[config.mk]
export PLATFORM = sky130hd
export DESIGN_NAME = faw_ctrl
export DESIGN_NICKNAME = d
export VERILOG_FILES = /design/src/shared/faw_pkg.sv /design/src/hw/faw_ctrl.sv /design/src/hw/faw_cycle.sv
export SDC_FILE = /design/constraint.sdc
export NUM_CORES = 1
export LEC_CHECK = 0
export BUFFER_PORTS_ARGS = -buffer_cell sky130_fd_sc_hd__buf_2
export CAP_MARGIN = 15
export CORE_MARGIN = 5
export CORE_UTILIZATION = 50
export CTS_CLUSTER_SIZE = 10
export DETAILED_ROUTE_END_ITERATION = 7
export PLACE_DENSITY = 0.7
export SLEW_MARGIN = 30
export SYNTH_ARGS = -nofsm -noshare
export SYNTH_HDL_FRONTEND = slang
export SYNTH_SLANG_ARGS = --single-unit
[constraint.sdc]
create_clock -name clk_sys -period 6.3 [get_ports clk_sys]
set_input_delay 1.26 -clock clk_sys [delete_from_list [all_inputs] [get_ports clk_sys]]
set_output_delay 1.26 -clock clk_sys [all_outputs]
set_load 0.01 [all_outputs]
[src/shared/faw_pkg.sv]
// Constants and types for the flash command sequencer (host side).
// Assumes a 200 MHz system clock and a parallel NOR flash on the pins.
package faw_pkg;

  // ****************************************************************
  // Clock and bus sizes
  // ****************************************************************
  localparam int CLK_MHZ = 200;
  localparam int ADDR_W  = 26;
  localparam int DATA_W  = 16;

  // ****************************************************************
  // Pin timing, in ns or us as printed, and derived cycle counts
  // ****************************************************************
  localparam int T_AS_NS  = 10;   // Address setup before write strobe
  localparam int T_WP_NS  = 35;   // Write strobe low time
  localparam int T_DH_NS  = 5;    // Data hold after strobe rise
  localparam int T_WPH_NS = 20;   // Strobe high recovery
  localparam int T_ACC_NS = 110;  // Read access time
  localparam int T_RP_NS  = 500;  // Hardware reset pulse width
  localparam int T_RH_NS  = 50;   // Reset high before first access
  localparam int T_PROG_MAX_US = 200;  // Program time limit

  localparam int T_AS_CYC  = (T_AS_NS * CLK_MHZ + 999) / 1000;
  localparam int T_WP_CYC  = (T_WP_NS * CLK_MHZ + 999) / 1000;
  localparam int T_DH_CYC  = (T_DH_NS * CLK_MHZ + 999) / 1000;
  localparam int T_WPH_CYC = (T_WPH_NS * CLK_MHZ + 999) / 1000;
  localparam int T_ACC_CYC = (T_ACC_NS * CLK_MHZ + 999) / 1000;
  localparam int T_RP_CYC  = (T_RP_NS * CLK_MHZ + 999) / 1000;
  localparam int T_RH_CYC  = (T_RH_NS * CLK_MHZ + 999) / 1000;
  localparam int PROG_MAX_CYC = T_PROG_MAX_US * CLK_MHZ;
  localparam int SYNC_CYC  = 2;   // Input synchroniser depth

  // ****************************************************************
  // Command addresses (word units) and command data
  // ****************************************************************
  localparam logic [ADDR_W-1:0] ADR_UNLOCK1 = 26'h0000555;
  localparam logic [ADDR_W-1:0] ADR_UNLOCK2 = 26'h00002AA;
  localparam logic [DATA_W-1:0] DAT_UNLOCK1 = 16'h00AA;
  localparam logic [DATA_W-1:0] DAT_UNLOCK2 = 16'h0055;
  localparam logic [DATA_W-1:0] DAT_ID_ENTER = 16'h0090;
  localparam logic [DATA_W-1:0] DAT_RESET    = 16'h00F0;
  localparam logic [DATA_W-1:0] DAT_PROG     = 16'h00A0;

  // Status bit positions on the data bus
  localparam int POLL_BIT   = 7;
  localparam int TOGGLE_BIT = 6;

  // Identification read offsets, for the user's address arithmetic
  localparam logic [7:0] OFS_MAKER   = 8'h00;
  localparam logic [7:0] OFS_DEVID1  = 8'h01;
  localparam logic [7:0] OFS_PROTECT = 8'h02;
  localparam logic [7:0] OFS_SECURE  = 8'h03;
  localparam logic [7:0] OFS_DEVID2  = 8'h0E;
  localparam logic [7:0] OFS_DEVID3  = 8'h0F;

  // Sequence steps of the program command
  localparam logic [2:0] STEP_DATA  = 3'h3;
  localparam logic [2:0] STEP_POLL  = 3'h4;
  localparam logic [2:0] STEP_ABORT = 3'h5;

  // ****************************************************************
  // Types
  // ****************************************************************
  typedef enum logic [2:0] {
    OP_READ     = 3'b000,
    OP_ID_ENTER = 3'b001,
    OP_ID_EXIT  = 3'b010,
    OP_PROGRAM  = 3'b011,
    OP_HW_RESET = 3'b100
  } faw_op_type;

  typedef enum logic [2:0] {
    M_IDLE  = 3'b000,
    M_ISSUE = 3'b001,
    M_WAIT  = 3'b010,
    M_RESP  = 3'b011,
    M_RSTLO = 3'b100,
    M_RSTHI = 3'b101
  } faw_main_type;

  typedef enum logic [2:0] {
    E_IDLE   = 3'b000,
    E_SETUP  = 3'b001,
    E_STROBE = 3'b010,
    E_HOLD   = 3'b011,
    E_RECOV  = 3'b100
  } faw_eng_type;

endpackage

[src/hw/faw_ctrl.sv]
// Host controller that sends identification and word program command
// sequences to a parallel NOR flash and polls for completion.
// Assumes one user request at a time, taken while cmd_ready is high.
`timescale 1ns/1ps
module faw_ctrl
  import faw_pkg::*;
#(
  parameter int PROG_MAX = faw_pkg::PROG_MAX_CYC
)
(
  input  wire logic                       clk_sys,
  input  wire logic                       nrst,
  input  wire logic                       cmd_valid,
  input  wire faw_pkg::faw_op_type        cmd_op,
  input  wire logic [faw_pkg::ADDR_W-1:0] cmd_addr,
  input  wire logic [faw_pkg::DATA_W-1:0] cmd_data,
  input  wire logic                       byte_mode,
  output logic                            cmd_ready,
  output logic                            rsp_valid,
  output logic [faw_pkg::DATA_W-1:0]      rsp_data,
  output logic                            rsp_fail,
  output logic                            flash_ce_n,
  output logic                            flash_we_n,
  output logic                            flash_oe_n,
  output logic                            flash_rst_n,
  output logic                            flash_byte_n,
  output logic [faw_pkg::ADDR_W-1:0]      flash_addr,
  output logic [faw_pkg::DATA_W-1:0]      flash_dq_out,
  output logic                            flash_dq_oe,
  input  wire logic [faw_pkg::DATA_W-1:0] flash_dq_in
);
  import faw_pkg::*;

  faw_main_type       st, next_st;
  faw_op_type         op, next_op;
  logic [2:0]         step, next_step;
  logic [ADDR_W-1:0]  uaddr, next_uaddr;
  logic [DATA_W-1:0]  udata, next_udata;
  logic               bmode, next_bmode;
  logic               prev_tog, next_prev_tog;
  logic               have_prev, next_have_prev;
  logic               timed_out, next_timed_out;
  logic [23:0]        tmo, next_tmo;
  logic [7:0]         rcnt, next_rcnt;
  logic               next_ready, next_rsp_valid, next_rsp_fail;
  logic [DATA_W-1:0]  next_rsp_data;
  logic               next_rst_n;
  logic               eng_start, next_eng_start;
  logic               eng_wr, next_eng_wr;
  logic [ADDR_W-1:0]  eng_addr, next_eng_addr;
  logic [DATA_W-1:0]  eng_data, next_eng_data;
  logic               eng_done;
  logic [DATA_W-1:0]  eng_rdata;
  logic [DATA_W-1:0]  mask;
  logic               item_wr;
  logic [ADDR_W-1:0]  item_word;
  logic [ADDR_W-1:0]  item_addr;
  logic [DATA_W-1:0]  item_data;
  logic               last_step;

  // ****************************************************************
  // Sequence table: bus cycle for the current op and step
  // ****************************************************************
  // Command addresses are word addresses; byte mode doubles them.
  always_comb begin
    item_wr   = 1'b1;
    item_word = uaddr;
    item_data = DAT_RESET;
    last_step = 1'b1;
    case (op)
      OP_READ: begin
        item_wr = 1'b0;
      end
      OP_ID_ENTER: begin
        last_step = (step == 3'h2);
        case (step)
          3'h0: begin
            item_word = ADR_UNLOCK1;
            item_data = DAT_UNLOCK1;
          end
          3'h1: begin
            item_word = ADR_UNLOCK2;
            item_data = DAT_UNLOCK2;
          end
          default: begin
            item_word = ADR_UNLOCK1;
            item_data = DAT_ID_ENTER;
          end
        endcase
      end
      OP_PROGRAM: begin
        last_step = 1'b0;
        case (step)
          3'h0: begin
            item_word = ADR_UNLOCK1;
            item_data = DAT_UNLOCK1;
          end
          3'h1: begin
            item_word = ADR_UNLOCK2;
            item_data = DAT_UNLOCK2;
          end
          3'h2: begin
            item_word = ADR_UNLOCK1;
            item_data = DAT_PROG;
          end
          STEP_DATA: begin
            item_data = udata & mask;
          end
          STEP_POLL: begin
            item_wr = 1'b0;
          end
          default: begin
            last_step = 1'b1;
          end
        endcase
      end
      default: begin
        item_data = DAT_RESET;
      end
    endcase
    if (bmode && step < STEP_DATA && op inside {OP_ID_ENTER, OP_PROGRAM}) begin
      item_addr = {item_word[ADDR_W-2:0], 1'b0};
    end else begin
      item_addr = item_word;
    end
  end

  assign mask = bmode ? 16'h00FF : 16'hFFFF;

  // ****************************************************************
  // Main sequencer
  // ****************************************************************
  // No new request is taken until the whole sequence and its polling
  // end, so the device never sees a broken or interleaved sequence.
  always_comb begin
    next_st        = st;
    next_op        = op;
    next_step      = step;
    next_uaddr     = uaddr;
    next_udata     = udata;
    next_bmode     = bmode;
    next_prev_tog  = prev_tog;
    next_have_prev = have_prev;
    next_timed_out = timed_out;
    next_tmo       = tmo;
    next_rcnt      = rcnt;
    next_ready     = 1'b0;
    next_rsp_valid = 1'b0;
    next_rsp_fail  = rsp_fail;
    next_rsp_data  = rsp_data;
    next_rst_n     = flash_rst_n;
    next_eng_start = 1'b0;
    next_eng_wr    = eng_wr;
    next_eng_addr  = eng_addr;
    next_eng_data  = eng_data;
    if (step == STEP_POLL && tmo != 24'h000000) begin
      next_tmo = tmo - 24'h000001;
    end
    case (st)
      M_IDLE: begin
        next_ready = 1'b1;
        if (cmd_valid && cmd_ready) begin
          next_ready     = 1'b0;
          next_op        = cmd_op;
          next_uaddr     = cmd_addr;
          next_udata     = cmd_data;
          next_bmode     = byte_mode;
          next_step      = 3'h0;
          next_have_prev = 1'b0;
          next_timed_out = 1'b0;
          next_rsp_fail  = 1'b0;
          next_tmo       = 24'(PROG_MAX);
          if (cmd_op == OP_HW_RESET) begin
            next_rst_n = 1'b0;
            next_rcnt  = 8'(T_RP_CYC - 1);
            next_st    = M_RSTLO;
          end else begin
            next_st = M_ISSUE;
          end
        end
      end
      M_ISSUE: begin
        next_eng_start = 1'b1;
        next_eng_wr    = item_wr;
        next_eng_addr  = item_addr;
        next_eng_data  = item_data;
        next_st        = M_WAIT;
      end
      M_WAIT: begin
        if (eng_done) begin
          next_st = M_ISSUE;
          if (op == OP_PROGRAM && step == STEP_POLL) begin
            next_prev_tog  = eng_rdata[TOGGLE_BIT];
            next_have_prev = 1'b1;
            next_rsp_data  = eng_rdata;
            // Toggle bit still and poll bit true: operation finished
            if (have_prev && prev_tog == eng_rdata[TOGGLE_BIT] &&
                eng_rdata[POLL_BIT] == udata[POLL_BIT]) begin
              // Bits that would need 0 to 1 show up as a mismatch
              next_rsp_fail = ((eng_rdata & mask) != (udata & mask));
              next_st       = M_RESP;
            end else if (tmo == 24'h000000) begin
              next_timed_out = 1'b1;
              next_step      = STEP_ABORT;
            end
          end else if (last_step) begin
            if (!eng_wr) begin
              next_rsp_data = eng_rdata;
            end
            next_rsp_fail = timed_out;
            next_st       = M_RESP;
          end else begin
            next_step = step + 3'h1;
          end
        end
      end
      M_RESP: begin
        next_rsp_valid = 1'b1;
        next_step      = 3'h0;
        next_ready     = 1'b1;
        next_st        = M_IDLE;
      end
      M_RSTLO: begin
        if (rcnt == 8'h00) begin
          next_rst_n = 1'b1;
          next_rcnt  = 8'(T_RH_CYC - 1);
          next_st    = M_RSTHI;
        end else begin
          next_rcnt = rcnt - 8'h01;
        end
      end
      M_RSTHI: begin
        if (rcnt == 8'h00) begin
          next_st = M_RESP;
        end else begin
          next_rcnt = rcnt - 8'h01;
        end
      end
      default: begin
        next_st = M_IDLE;
      end
    endcase
  end

  // Byte mode pin follows the mode of the request in progress
  always_ff @(posedge clk_sys or negedge nrst) begin
    if (!nrst) begin
      st           <= M_IDLE;
      op           <= OP_READ;
      step         <= 3'h0;
      uaddr        <= '0;
      udata        <= '0;
      bmode        <= 1'b0;
      prev_tog     <= 1'b0;
      have_prev    <= 1'b0;
      timed_out    <= 1'b0;
      tmo          <= 24'h000000;
      rcnt         <= 8'h00;
      cmd_ready    <= 1'b0;
      rsp_valid    <= 1'b0;
      rsp_fail     <= 1'b0;
      rsp_data     <= '0;
      flash_rst_n  <= 1'b1;
      flash_byte_n <= 1'b1;
      eng_start    <= 1'b0;
      eng_wr       <= 1'b0;
      eng_addr     <= '0;
      eng_data     <= '0;
    end else begin
      st           <= next_st;
      op           <= next_op;
      step         <= next_step;
      uaddr        <= next_uaddr;
      udata        <= next_udata;
      bmode        <= next_bmode;
      prev_tog     <= next_prev_tog;
      have_prev    <= next_have_prev;
      timed_out    <= next_timed_out;
      tmo          <= next_tmo;
      rcnt         <= next_rcnt;
      cmd_ready    <= next_ready;
      rsp_valid    <= next_rsp_valid;
      rsp_fail     <= next_rsp_fail;
      rsp_data     <= next_rsp_data;
      flash_rst_n  <= next_rst_n;
      flash_byte_n <= ~next_bmode;
      eng_start    <= next_eng_start;
      eng_wr       <= next_eng_wr;
      eng_addr     <= next_eng_addr;
      eng_data     <= next_eng_data;
    end
  end

  // ****************************************************************
  // Bus cycle engine
  // ****************************************************************
  faw_cycle u_cycle (
    .clk_sys (clk_sys),
    .nrst    (nrst),
    .start   (eng_start),
    .wr      (eng_wr),
    .a       (eng_addr),
    .d       (eng_data),
    .dq_in   (flash_dq_in),
    .done    (eng_done),
    .rdata   (eng_rdata),
    .ce_n    (flash_ce_n),
    .we_n    (flash_we_n),
    .oe_n    (flash_oe_n),
    .addr    (flash_addr),
    .dq_out  (flash_dq_out),
    .dq_oe   (flash_dq_oe)
  );

endmodule

[src/hw/faw_cycle.sv]
// One flash bus cycle, write or read, on the strobe pins.
// Assumes the caller pulses start only while the engine is in E_IDLE.
`timescale 1ns/1ps
module faw_cycle
  import faw_pkg::*;
(
  input  wire logic                      clk_sys,
  input  wire logic                      nrst,
  input  wire logic                      start,
  input  wire logic                      wr,
  input  wire logic [faw_pkg::ADDR_W-1:0] a,
  input  wire logic [faw_pkg::DATA_W-1:0] d,
  input  wire logic [faw_pkg::DATA_W-1:0] dq_in,
  output logic                           done,
  output logic [faw_pkg::DATA_W-1:0]     rdata,
  output logic                           ce_n,
  output logic                           we_n,
  output logic                           oe_n,
  output logic [faw_pkg::ADDR_W-1:0]     addr,
  output logic [faw_pkg::DATA_W-1:0]     dq_out,
  output logic                           dq_oe
);
  import faw_pkg::*;

  faw_eng_type         st, next_st;
  logic [7:0]          cnt, next_cnt;
  logic                wr_q, next_wr_q;
  logic                next_done, next_ce_n, next_we_n, next_oe_n;
  logic                next_dq_oe;
  logic [ADDR_W-1:0]   next_addr;
  logic [DATA_W-1:0]   next_dq_out, next_rdata;
  logic [DATA_W-1:0]   sync1, sync2;

  // ****************************************************************
  // Strobe sequencer
  // ****************************************************************
  // Chip enable falls first, write enable last, so the device takes
  // the address on write enable falling and data on its rise.
  always_comb begin
    next_st     = st;
    next_cnt    = cnt;
    next_wr_q   = wr_q;
    next_done   = 1'b0;
    next_ce_n   = ce_n;
    next_we_n   = we_n;
    next_oe_n   = oe_n;
    next_dq_oe  = dq_oe;
    next_addr   = addr;
    next_dq_out = dq_out;
    next_rdata  = rdata;
    case (st)
      E_IDLE: begin
        if (start) begin
          next_addr   = a;
          next_dq_out = d;
          next_wr_q   = wr;
          next_ce_n   = 1'b0;
          next_dq_oe  = wr;
          next_cnt    = 8'(T_AS_CYC);
          next_st     = E_SETUP;
        end
      end
      E_SETUP: begin
        if (cnt == 8'h00) begin
          if (wr_q) begin
            next_we_n = 1'b0;
            next_cnt  = 8'(T_WP_CYC - 1);
          end else begin
            next_oe_n = 1'b0;
            next_cnt  = 8'(T_ACC_CYC + SYNC_CYC);
          end
          next_st = E_STROBE;
        end else begin
          next_cnt = cnt - 8'h01;
        end
      end
      E_STROBE: begin
        if (cnt == 8'h00) begin
          if (wr_q) begin
            next_we_n = 1'b1;
          end else begin
            next_rdata = sync2;
            next_oe_n  = 1'b1;
          end
          next_cnt = 8'(T_DH_CYC);
          next_st  = E_HOLD;
        end else begin
          next_cnt = cnt - 8'h01;
        end
      end
      E_HOLD: begin
        if (cnt == 8'h00) begin
          next_ce_n  = 1'b1;
          next_dq_oe = 1'b0;
          next_cnt   = 8'(T_WPH_CYC - 1);
          next_st    = E_RECOV;
        end else begin
          next_cnt = cnt - 8'h01;
        end
      end
      E_RECOV: begin
        if (cnt == 8'h00) begin
          next_done = 1'b1;
          next_st   = E_IDLE;
        end else begin
          next_cnt = cnt - 8'h01;
        end
      end
      default: begin
        next_st = E_IDLE;
      end
    endcase
  end

  // Data pins come from outside the clock domain, so two stages first
  always_ff @(posedge clk_sys or negedge nrst) begin
    if (!nrst) begin
      st     <= E_IDLE;
      cnt    <= 8'h00;
      wr_q   <= 1'b0;
      done   <= 1'b0;
      ce_n   <= 1'b1;
      we_n   <= 1'b1;
      oe_n   <= 1'b1;
      dq_oe  <= 1'b0;
      addr   <= '0;
      dq_out <= '0;
      rdata  <= '0;
      sync1  <= '0;
      sync2  <= '0;
    end else begin
      st     <= next_st;
      cnt    <= next_cnt;
      wr_q   <= next_wr_q;
      done   <= next_done;
      ce_n   <= next_ce_n;
      we_n   <= next_we_n;
      oe_n   <= next_oe_n;
      dq_oe  <= next_dq_oe;
      addr   <= next_addr;
      dq_out <= next_dq_out;
      rdata  <= next_rdata;
      sync1  <= dq_in;
      sync2  <= sync1;
    end
  end

endmodule

* Word level (Yosys, flattened, before mapping) *
Index checks and enable logic that the tools add are counted.

word-level totals
  output and inout bits = 67
  bits of input ports = 65
  logic and storage cells = 224
  flip-flop bits (word level) = 259

cells by class
  multiplexer cells = 94
  bitwise gates (word level) = 4
  reductions and logical operators = 43
  equal/unequal tests = 44
  $lt $le $gt $ge = 1
  add/subtract/negate cells = 4

operators by type and width
  kind                                                  count
  one-hot mux 26 bit (2 select lines)                   2
  2-to-1 mux 24 bit                                     3
  2-to-1 mux 8 bit                                      9
  2-to-1 mux 16 bit                                     4
  one-hot mux 16 bit (4 select lines)                   1
  2-to-1 mux 3 bit                                      17
  one-hot mux 8 bit (5 select lines)                    1
  2-to-1 mux 1 bit                                      35
  AND 16 bit                                            2
  one-hot mux 16 bit (2 select lines)                   1
  one-hot mux 3 bit (5 select lines)                    2
  2-to-1 mux 26 bit                                     1
  logical NOT 24 bit                                    1
  != test 2 bit (second input constant)                 12
  one-hot mux 8 bit (3 select lines)                    1
  nonzero test 24 bit                                   1
  subtractor 24 x 1 -> 24 bit (second input constant)   1
  one-hot mux 1 bit (2 select lines)                    11
  equality test 3 x 2 -> 1 bit (second input constant)  7
  AND reduction 4 bit                                   5
  AND reduction 5 bit                                   4
  logical NOT 8 bit                                     2
  != test 16 bit                                        1
  != test 2 x 1 -> 1 bit (second input constant)        8
  23 further kinds                                      58

* Depth between registers and ports, before layout *
Gate-level depths: netlist of the first run.

  depth after elaboration = 8
  depth in mapped cells = 9
  mapped depth without buffers = 7

* By module *
From an unflattened synthesis of the first run, not the netlist that was laid out.

unflattened totals
  cells, all modules = 1043
  area, all modules = 11372.2 µm²

modules (own cells, without submodules)
  module     area an instance (µm²)  times used  cells each  sequential area each (µm²)
  faw_ctrl   7253.2                  1           767         3806.2
  faw_cycle  4119.0                  1           276         2681.3

* Worst setup path before layout of the first run *
Ideal clock, no wire load.

  path kind = input to register
  start = input port cmd_op[1]
  end = register rcnt[7]
  setup slack = 3.555 ns
  buffers on the path = 1
  cell stages on the path = 6
  data required time = 6.182 ns
  arrival = 2.627 ns
  library setup time = 0.118 ns
  path through = or3b_2 -> a21oi_1 -> o221a_2 -> clkbuf_1 -> o21ai_0 -> a21o_1

on the way
  longest elaborated chain between the ends = 3

RTL lines
  what                           RTL line         source
  start, declared                faw_ctrl.sv:14   input wire faw_pkg::faw_op_type cmd_op,
  equality test 3 bit            faw_ctrl.sv:173  if (cmd_op == OP_HW_RESET) begin
  != test 2 bit (no line)        --
  AND reduction 4 bit (no line)  --
  end signal, assigned           faw_ctrl.sv:280  rcnt <= next_rcnt;
  end, declared                  faw_ctrl.sv:44   logic [7:0] rcnt, next_rcnt;

No other way between the ends.
A chain may end at the register's enable or synchronous reset.

* Worst setup path after layout of the first run *
  start = register u_cycle.cnt[5]
  end = register u_cycle.rdata[6] (netlist name)

on the way
  longest elaborated chain between the ends = 2

RTL lines
  what                           RTL line          source
  start, declared                faw_cycle.sv:26   logic [7:0] cnt, next_cnt;
  start signal, assigned         faw_cycle.sv:133  cnt <= next_cnt;
  logical NOT 8 bit              faw_cycle.sv:78   if (cnt == 8'h00) begin
  AND reduction 3 bit (no line)  --
  end signal, assigned           faw_cycle.sv:142  rdata <= next_rdata;
  end, declared                  faw_cycle.sv:15   output logic [faw_pkg::DATA_W-1:0] rdata,

No other way between the ends.

==> results of run 1 <==
[synth_stat cells (5+ instances only)]
cell        n
a21oi_1    29
o211ai_1   11
xnor2_1    11
nand2b_1   11
mux2_2     77
a21o_1      6
o31ai_1    13
or3_1      10
a22o_1     10
ha_1       11
dfstp_2     5
a211oi_1    6
nand2_1   194
nor4_1     16
clkbuf_1   45
buf_2       6
and2_1      8
dfrtp_1   254
o21ai_0    66
mux2i_1    17
nor3_1     18
and3_1      7
o32ai_1     5
xor2_1     18
o21a_1      7
nand3_1    19
inv_1      22
or4_1       8
nor2_1     42
a31oi_1    18
[layout make-up]
cell class	instances	area, sq um	share of cell area (%)
tap	285	357	2.71
timing repair buffer	137	723	5.50
multi-input combinational	714	4600	35.0
clock inverter	1	5.00	0.0380
clock buffer	55	896	6.81
sequential	259	6490	49.3
inverter	24	90.1	0.685
[path summary, 6_finish.rpt]
| check | startpoint | to | slack, ns | cells after the start |
|---|---|---|---|---|
| max | u_cycle.cnt[5] | u_cycle.rdata[6] | 3.12 | 5 |
| min | u_cycle.sync1[9] | u_cycle.sync2[9] | 0.35 | 0 |
| max reg2reg | u_cycle.cnt[5] | u_cycle.rdata[6] | 3.12 | 5 |
| min reg2reg | u_cycle.sync1[9] | u_cycle.sync2[9] | 0.35 | 0 |
| max in group asynchronous | nrst | u_cycle.sync1[12] | 4.27 | 2 |
| min in group asynchronous | nrst | u_cycle.addr[16] | 0.73 | 1 |
[power by group through the flow]
stage                     combinational [mW]  clock (mW)  sequential [mW]
after CTS                               1.80        1.61             2.61
final                                   1.78        1.57             2.61
after floorplan                         1.33           0             2.51
after global placement                  1.74           0             2.62
after detailed placement                1.79           0             2.64
after global routing                    2.01        1.68             2.69
[per-layer routing]
layer	track usage, %	vias to the layer above	part of all wire [%]
met5	0	-	0
met4	6.55	0	3.1
met3	3.16	53	4.8
met2	30.9	221	47
met1	27.0	4035	46
li1	-	3964	-
[per-stage QoR]
stage          total power, mW  instances  util, %  setup slack, ns
2_1_floorplan             3.85       1053        -             3.56
3_3_place_gp              4.36       1419     54.3             3.14
3_5_place_dp              4.42       1419     54.3             3.09
4_1_cts                   6.02       1475     58.3             3.14
5_1_grt                   6.37       1475     58.3             2.97
6_report                  5.97       1475     58.3             3.12
[logic make-up after synthesis]
logic type,after synthesis,share of synthesized area (%)
compound gates,213,12.3
xor+xnor,29,2.23
fa+ha+maj,12,1.30
buf+inv,80,2.83
flops,259,56.9
mux,94,9.10
simple gates,366,15.3
[worst max-delay path, cell delays in order, from the launching register on]
cell and delay [ns]:
dfrtp_1 0.44, or4_4 0.56, nor4b_4 0.76, nand3_2 0.20, nor3_4 0.68, mux2_2 0.42
[registers in the layout, summed over array words and instances, names as in the netlist, 3 cells and up]
register        flops
eng_data           16
tmo                24
st                  3
u_cycle.cnt         8
u_cycle.st          3
op                  3
step                3
u_cycle.addr       26
rcnt                8
u_cycle.sync2      16
u_cycle.rdata      16
rsp_data           16
udata              16
u_cycle.sync1      16
uaddr              26
eng_addr           26
u_cycle.dq_out     16
==> out/qor.yml, run 1 <==
status: "finished, final reports clean"
grt_pass1_wl_um: 41800
clockPowerShare_pct: 26.3
dpl.hpwl_um: 17100
portBuffers: 131
gp_congestion: 0.860
ir_drop_uv: 228
drt_pass1_iterations: 6
relSlewSlack_pct: 34.6
routedWlPerCell_um: 17.0
hold_class: "flip-flop to flip-flop"
worstPathRequired_ns: 6.71
ioPinCount: 132
netlist_area_sq_um: 11400
swShare_pct: 35.3
leakage_nw: 6.32
hold_slack_ns: 0.346
core-area_sq_um: 22600
layout_common_cells: "254 x dfrtp_1, 194 x nand2_1, 130 x buf_2"
worstSetupStartpointType: "flip-flop"
fin_area_sq_um: 13200
drc: 0
fill_cells: 1919
end_kind: "flip-flop"
netSwitchingPower_mw: 2.11
async_flop_share_pct: 100
vias: 8273
synth_cell_types: 78
die_w_um: 161
synth_edf_count: 0
die_h_um: 161
gr-total-overflow: 0
synthFlopType: "dfrtp_1"
synthTopCellsByArea: "dfrtp_1 56%, mux2_2 7.6%, nand2_1 6.4%"
start_util_pct: 50.5
grt_pass1_vias: 8226
tns_ns: 0
clock_latency_ns: 0.53
grt_max_degree: 166
tightest_slew_ns: 0.981
clock_skew_ns: 0.00790
ant_nets: 0
area_growth_pct: 15.5
fmax_mhz: 314
power.internal_mw: 3.86
synthCells: 1053
syn_nets: 1129
hold_viol: 0
clock_path_buffers: 3
ctsHoldBuffers: 0
nets: 1242
antenna_cells: 0
pwr-share-seq_pct: 43.8
pwr-share-comb_pct: 29.9
crit_fanout: 16
layout_commonest_cell: "dfrtp_1"
post_cts_buffers: 0
synth_top_area_share_pct: 55.8
rsz0062_at_grt: "no"
arrival_ns: 3.59
drv_slew: 0
post_cts_resized: 0
clkSinkCount: 259
antenna_found_initial: 0
cts_buffers: 30
avgViaCountPerCell: 5.61
power_density_nw_per_um2: 454
postPlaceCellArea_sq_um: 12300
yosysWarnings: 0
routed_wl_um: 25000
tritoncts: "yes"
h-tree-depth: 1
grt_use_total_pct: 19.3
setup_violations: 0
min_period_over_period_pct: 50.5
die_area_sq_um: 25900
setup.worst_path.class: "flip-flop to flip-flop"
clk_pin_slew_ns: 0.06
drt-initial-drc-count: 553
yosysSeqAreaShare_pct: 56.9
cts_root_buffer: "clkbuf_16"
fin_crit_ns: 3.18
num_rows: 55
drv_cap: 0
drive_gt1_share_pct: 23.4
ys_ff_latch: 259
yosys.area.top_type: "dfrtp_1"
syn_area_per_cell_sq_um: 10.8
No activity file was read; power rests on OpenSTA's default activity.
==> run 2: changes to the inputs <==
- PLACE_DENSITY: 0.7 -> 0.73
- clock period: 6.3 -> 2.9 ns (I/O delays scaled with it)
==> out/qor.yml, run 2 (synthesized netlist as in run 1, its figures left out) <==
routedWlPerCell_um: 17.5
end_kind: "flip-flop"
grt_pass1_vias: 8350
antenna_cells: 0
portBuffers: 131
worstSetupStartpointType: "flip-flop"
power_density_nw_per_um2: 982
gp_congestion: 0.843
min_period_over_period_pct: 94.4
hold_viol: 0
core-area_sq_um: 22600
crit_fanout: 16
worstPathRequired_ns: 3.33
h-tree-depth: 1
ioPinCount: 132
r2r-end: "rsp_data[6]"
drt-initial-drc-count: 592
clock_skew_ns: 0.0162
crit_end: "rsp_data[6]"
antenna_found_initial: 0
largestRegisters: "eng_addr (26), u_cycle.addr (26), uaddr (26)"
die_area_sq_um: 25900
r2r_slack_ns: 0.16
cts_buffers: 30
drive_gt1_share_pct: 25.1
tns_ns: 0
num_rows: 55
ir_drop_uv: 608
die_w_um: 161
arrival_ns: 3.17
post_cts_resized: 0
layout_commonest_cell: "dfrtp_1"
dpl.hpwl_um: 18000
drv_cap: 0
vias: 8495
setup.worst_path.class: "flip-flop to flip-flop"
clk_pin_slew_ns: 0.06
tightest_slew_ns: 0.702
drc: 0
cts_root_buffer: "clkbuf_16"
multi_input_area_sq_um: 4600
grt_pass1_wl_um: 43100
die_h_um: 161
area_growth_pct: 17.5
routed_wl_um: 26200
finalWorstSetupSlack_ns: 0.162
relSlewSlack_pct: 53.2
avgViaCountPerCell: 5.69
regArea_sq_um: 6490
reg2reg_from: "step[1]"
r2r_cells: 7
rsz0062_at_grt: "no"
drv_slew: 0
start_util_pct: 50.5
post_cts_buffers: 0
dp_worst_setup_slack_ns: 0.240
finalCoreUtilization_pct: 59.3
fin_crit_ns: 2.74
gr-total-overflow: 0
tritoncts: "yes"
setup_violations: 0
layout_common_cells: "254 x dfrtp_1, 194 x nand2_1, 130 x buf_2"
total_power_mw: 13.2
clock_path_buffers: 3
status: "finished, final reports clean"
grt_use_total_pct: 19.9
placedCellCount: 1444
finalNonFillerCells: 1494
grt_max_degree: 91
clock_latency_ns: 0.55
leakage_nw: 6.46
ant_nets: 0
clkSinkCount: 259
fmax_mhz: 365
hold_class: "primary input to async pin"
fill_cells: 1879
nets: 1267
drt_pass1_iterations: 8
cp-startpoint: "step[1]"
ctsHoldBuffers: 0
==> run 2: changes by cell type in the layout (fill, tap and decap cells not counted), sizes merged <==
cell    delta
clkbuf     -6
buf       +25
==> run 2: area by class of cell <==
type / count / area share (%)
clock buffers: 49 / 6.44
repair buffers: 162 / 7.27
flip-flops and latches: 259 / 48.5
well taps: 285 / 2.66
multi-input cells: 714 / 34.4
inverters: 24 / 0.673
clock inverters: 1 / 0.121
==> run 2: metal layers <==
metal  share of wire (%)  vias to the layer above  global-route usage (%)
li1                    -                     4021                       -
met2                  47                      261                    32.2
met3                 5.5                       47                    3.39
met5                   0                        -                       0
met1                  45                     4166                    28.3
met4                 2.1                        0                    4.85
==> run 2: how the worst min path moves through the flow <==
stage                            from                 to  slack, ns
global placement     u_cycle.sync1[6]   u_cycle.sync2[6]       0.33
CTS                              nrst          uaddr[16]       0.07
detailed placement  u_cycle.sync1[12]  u_cycle.sync2[12]       0.34
finish                           nrst          uaddr[16]       0.05
global route                     nrst          uaddr[16]        0.1
floorplan                        nrst              bmode       0.28
==> run 2: stage by stage <==
step,hold WS [ns],area [sq um]
2_1_floorplan,0.284,11400
3_3_place_gp,0.331,12500
3_5_place_dp,0.336,12500
4_1_cts,0.0737,13400
5_1_grt,0.0993,13400
6_report,0.0524,13400
==> run 2: critical path, cell delays in order, from the launching register on <==
cell      delay (ns)
dfrtp_1         0.49
inv_1           0.15
ha_1            0.38
and2_1          0.35
nand3_1         0.28
a211oi_2        0.32
buf_4           0.29
mux2_2          0.37
==> run 2: power breakdown <==
group          switching (mW)  leakage, nW  internal [mW]
logic                    2.34         2.73           1.76
clock network            1.36        0.423           2.00
registers               0.986         3.31           4.71
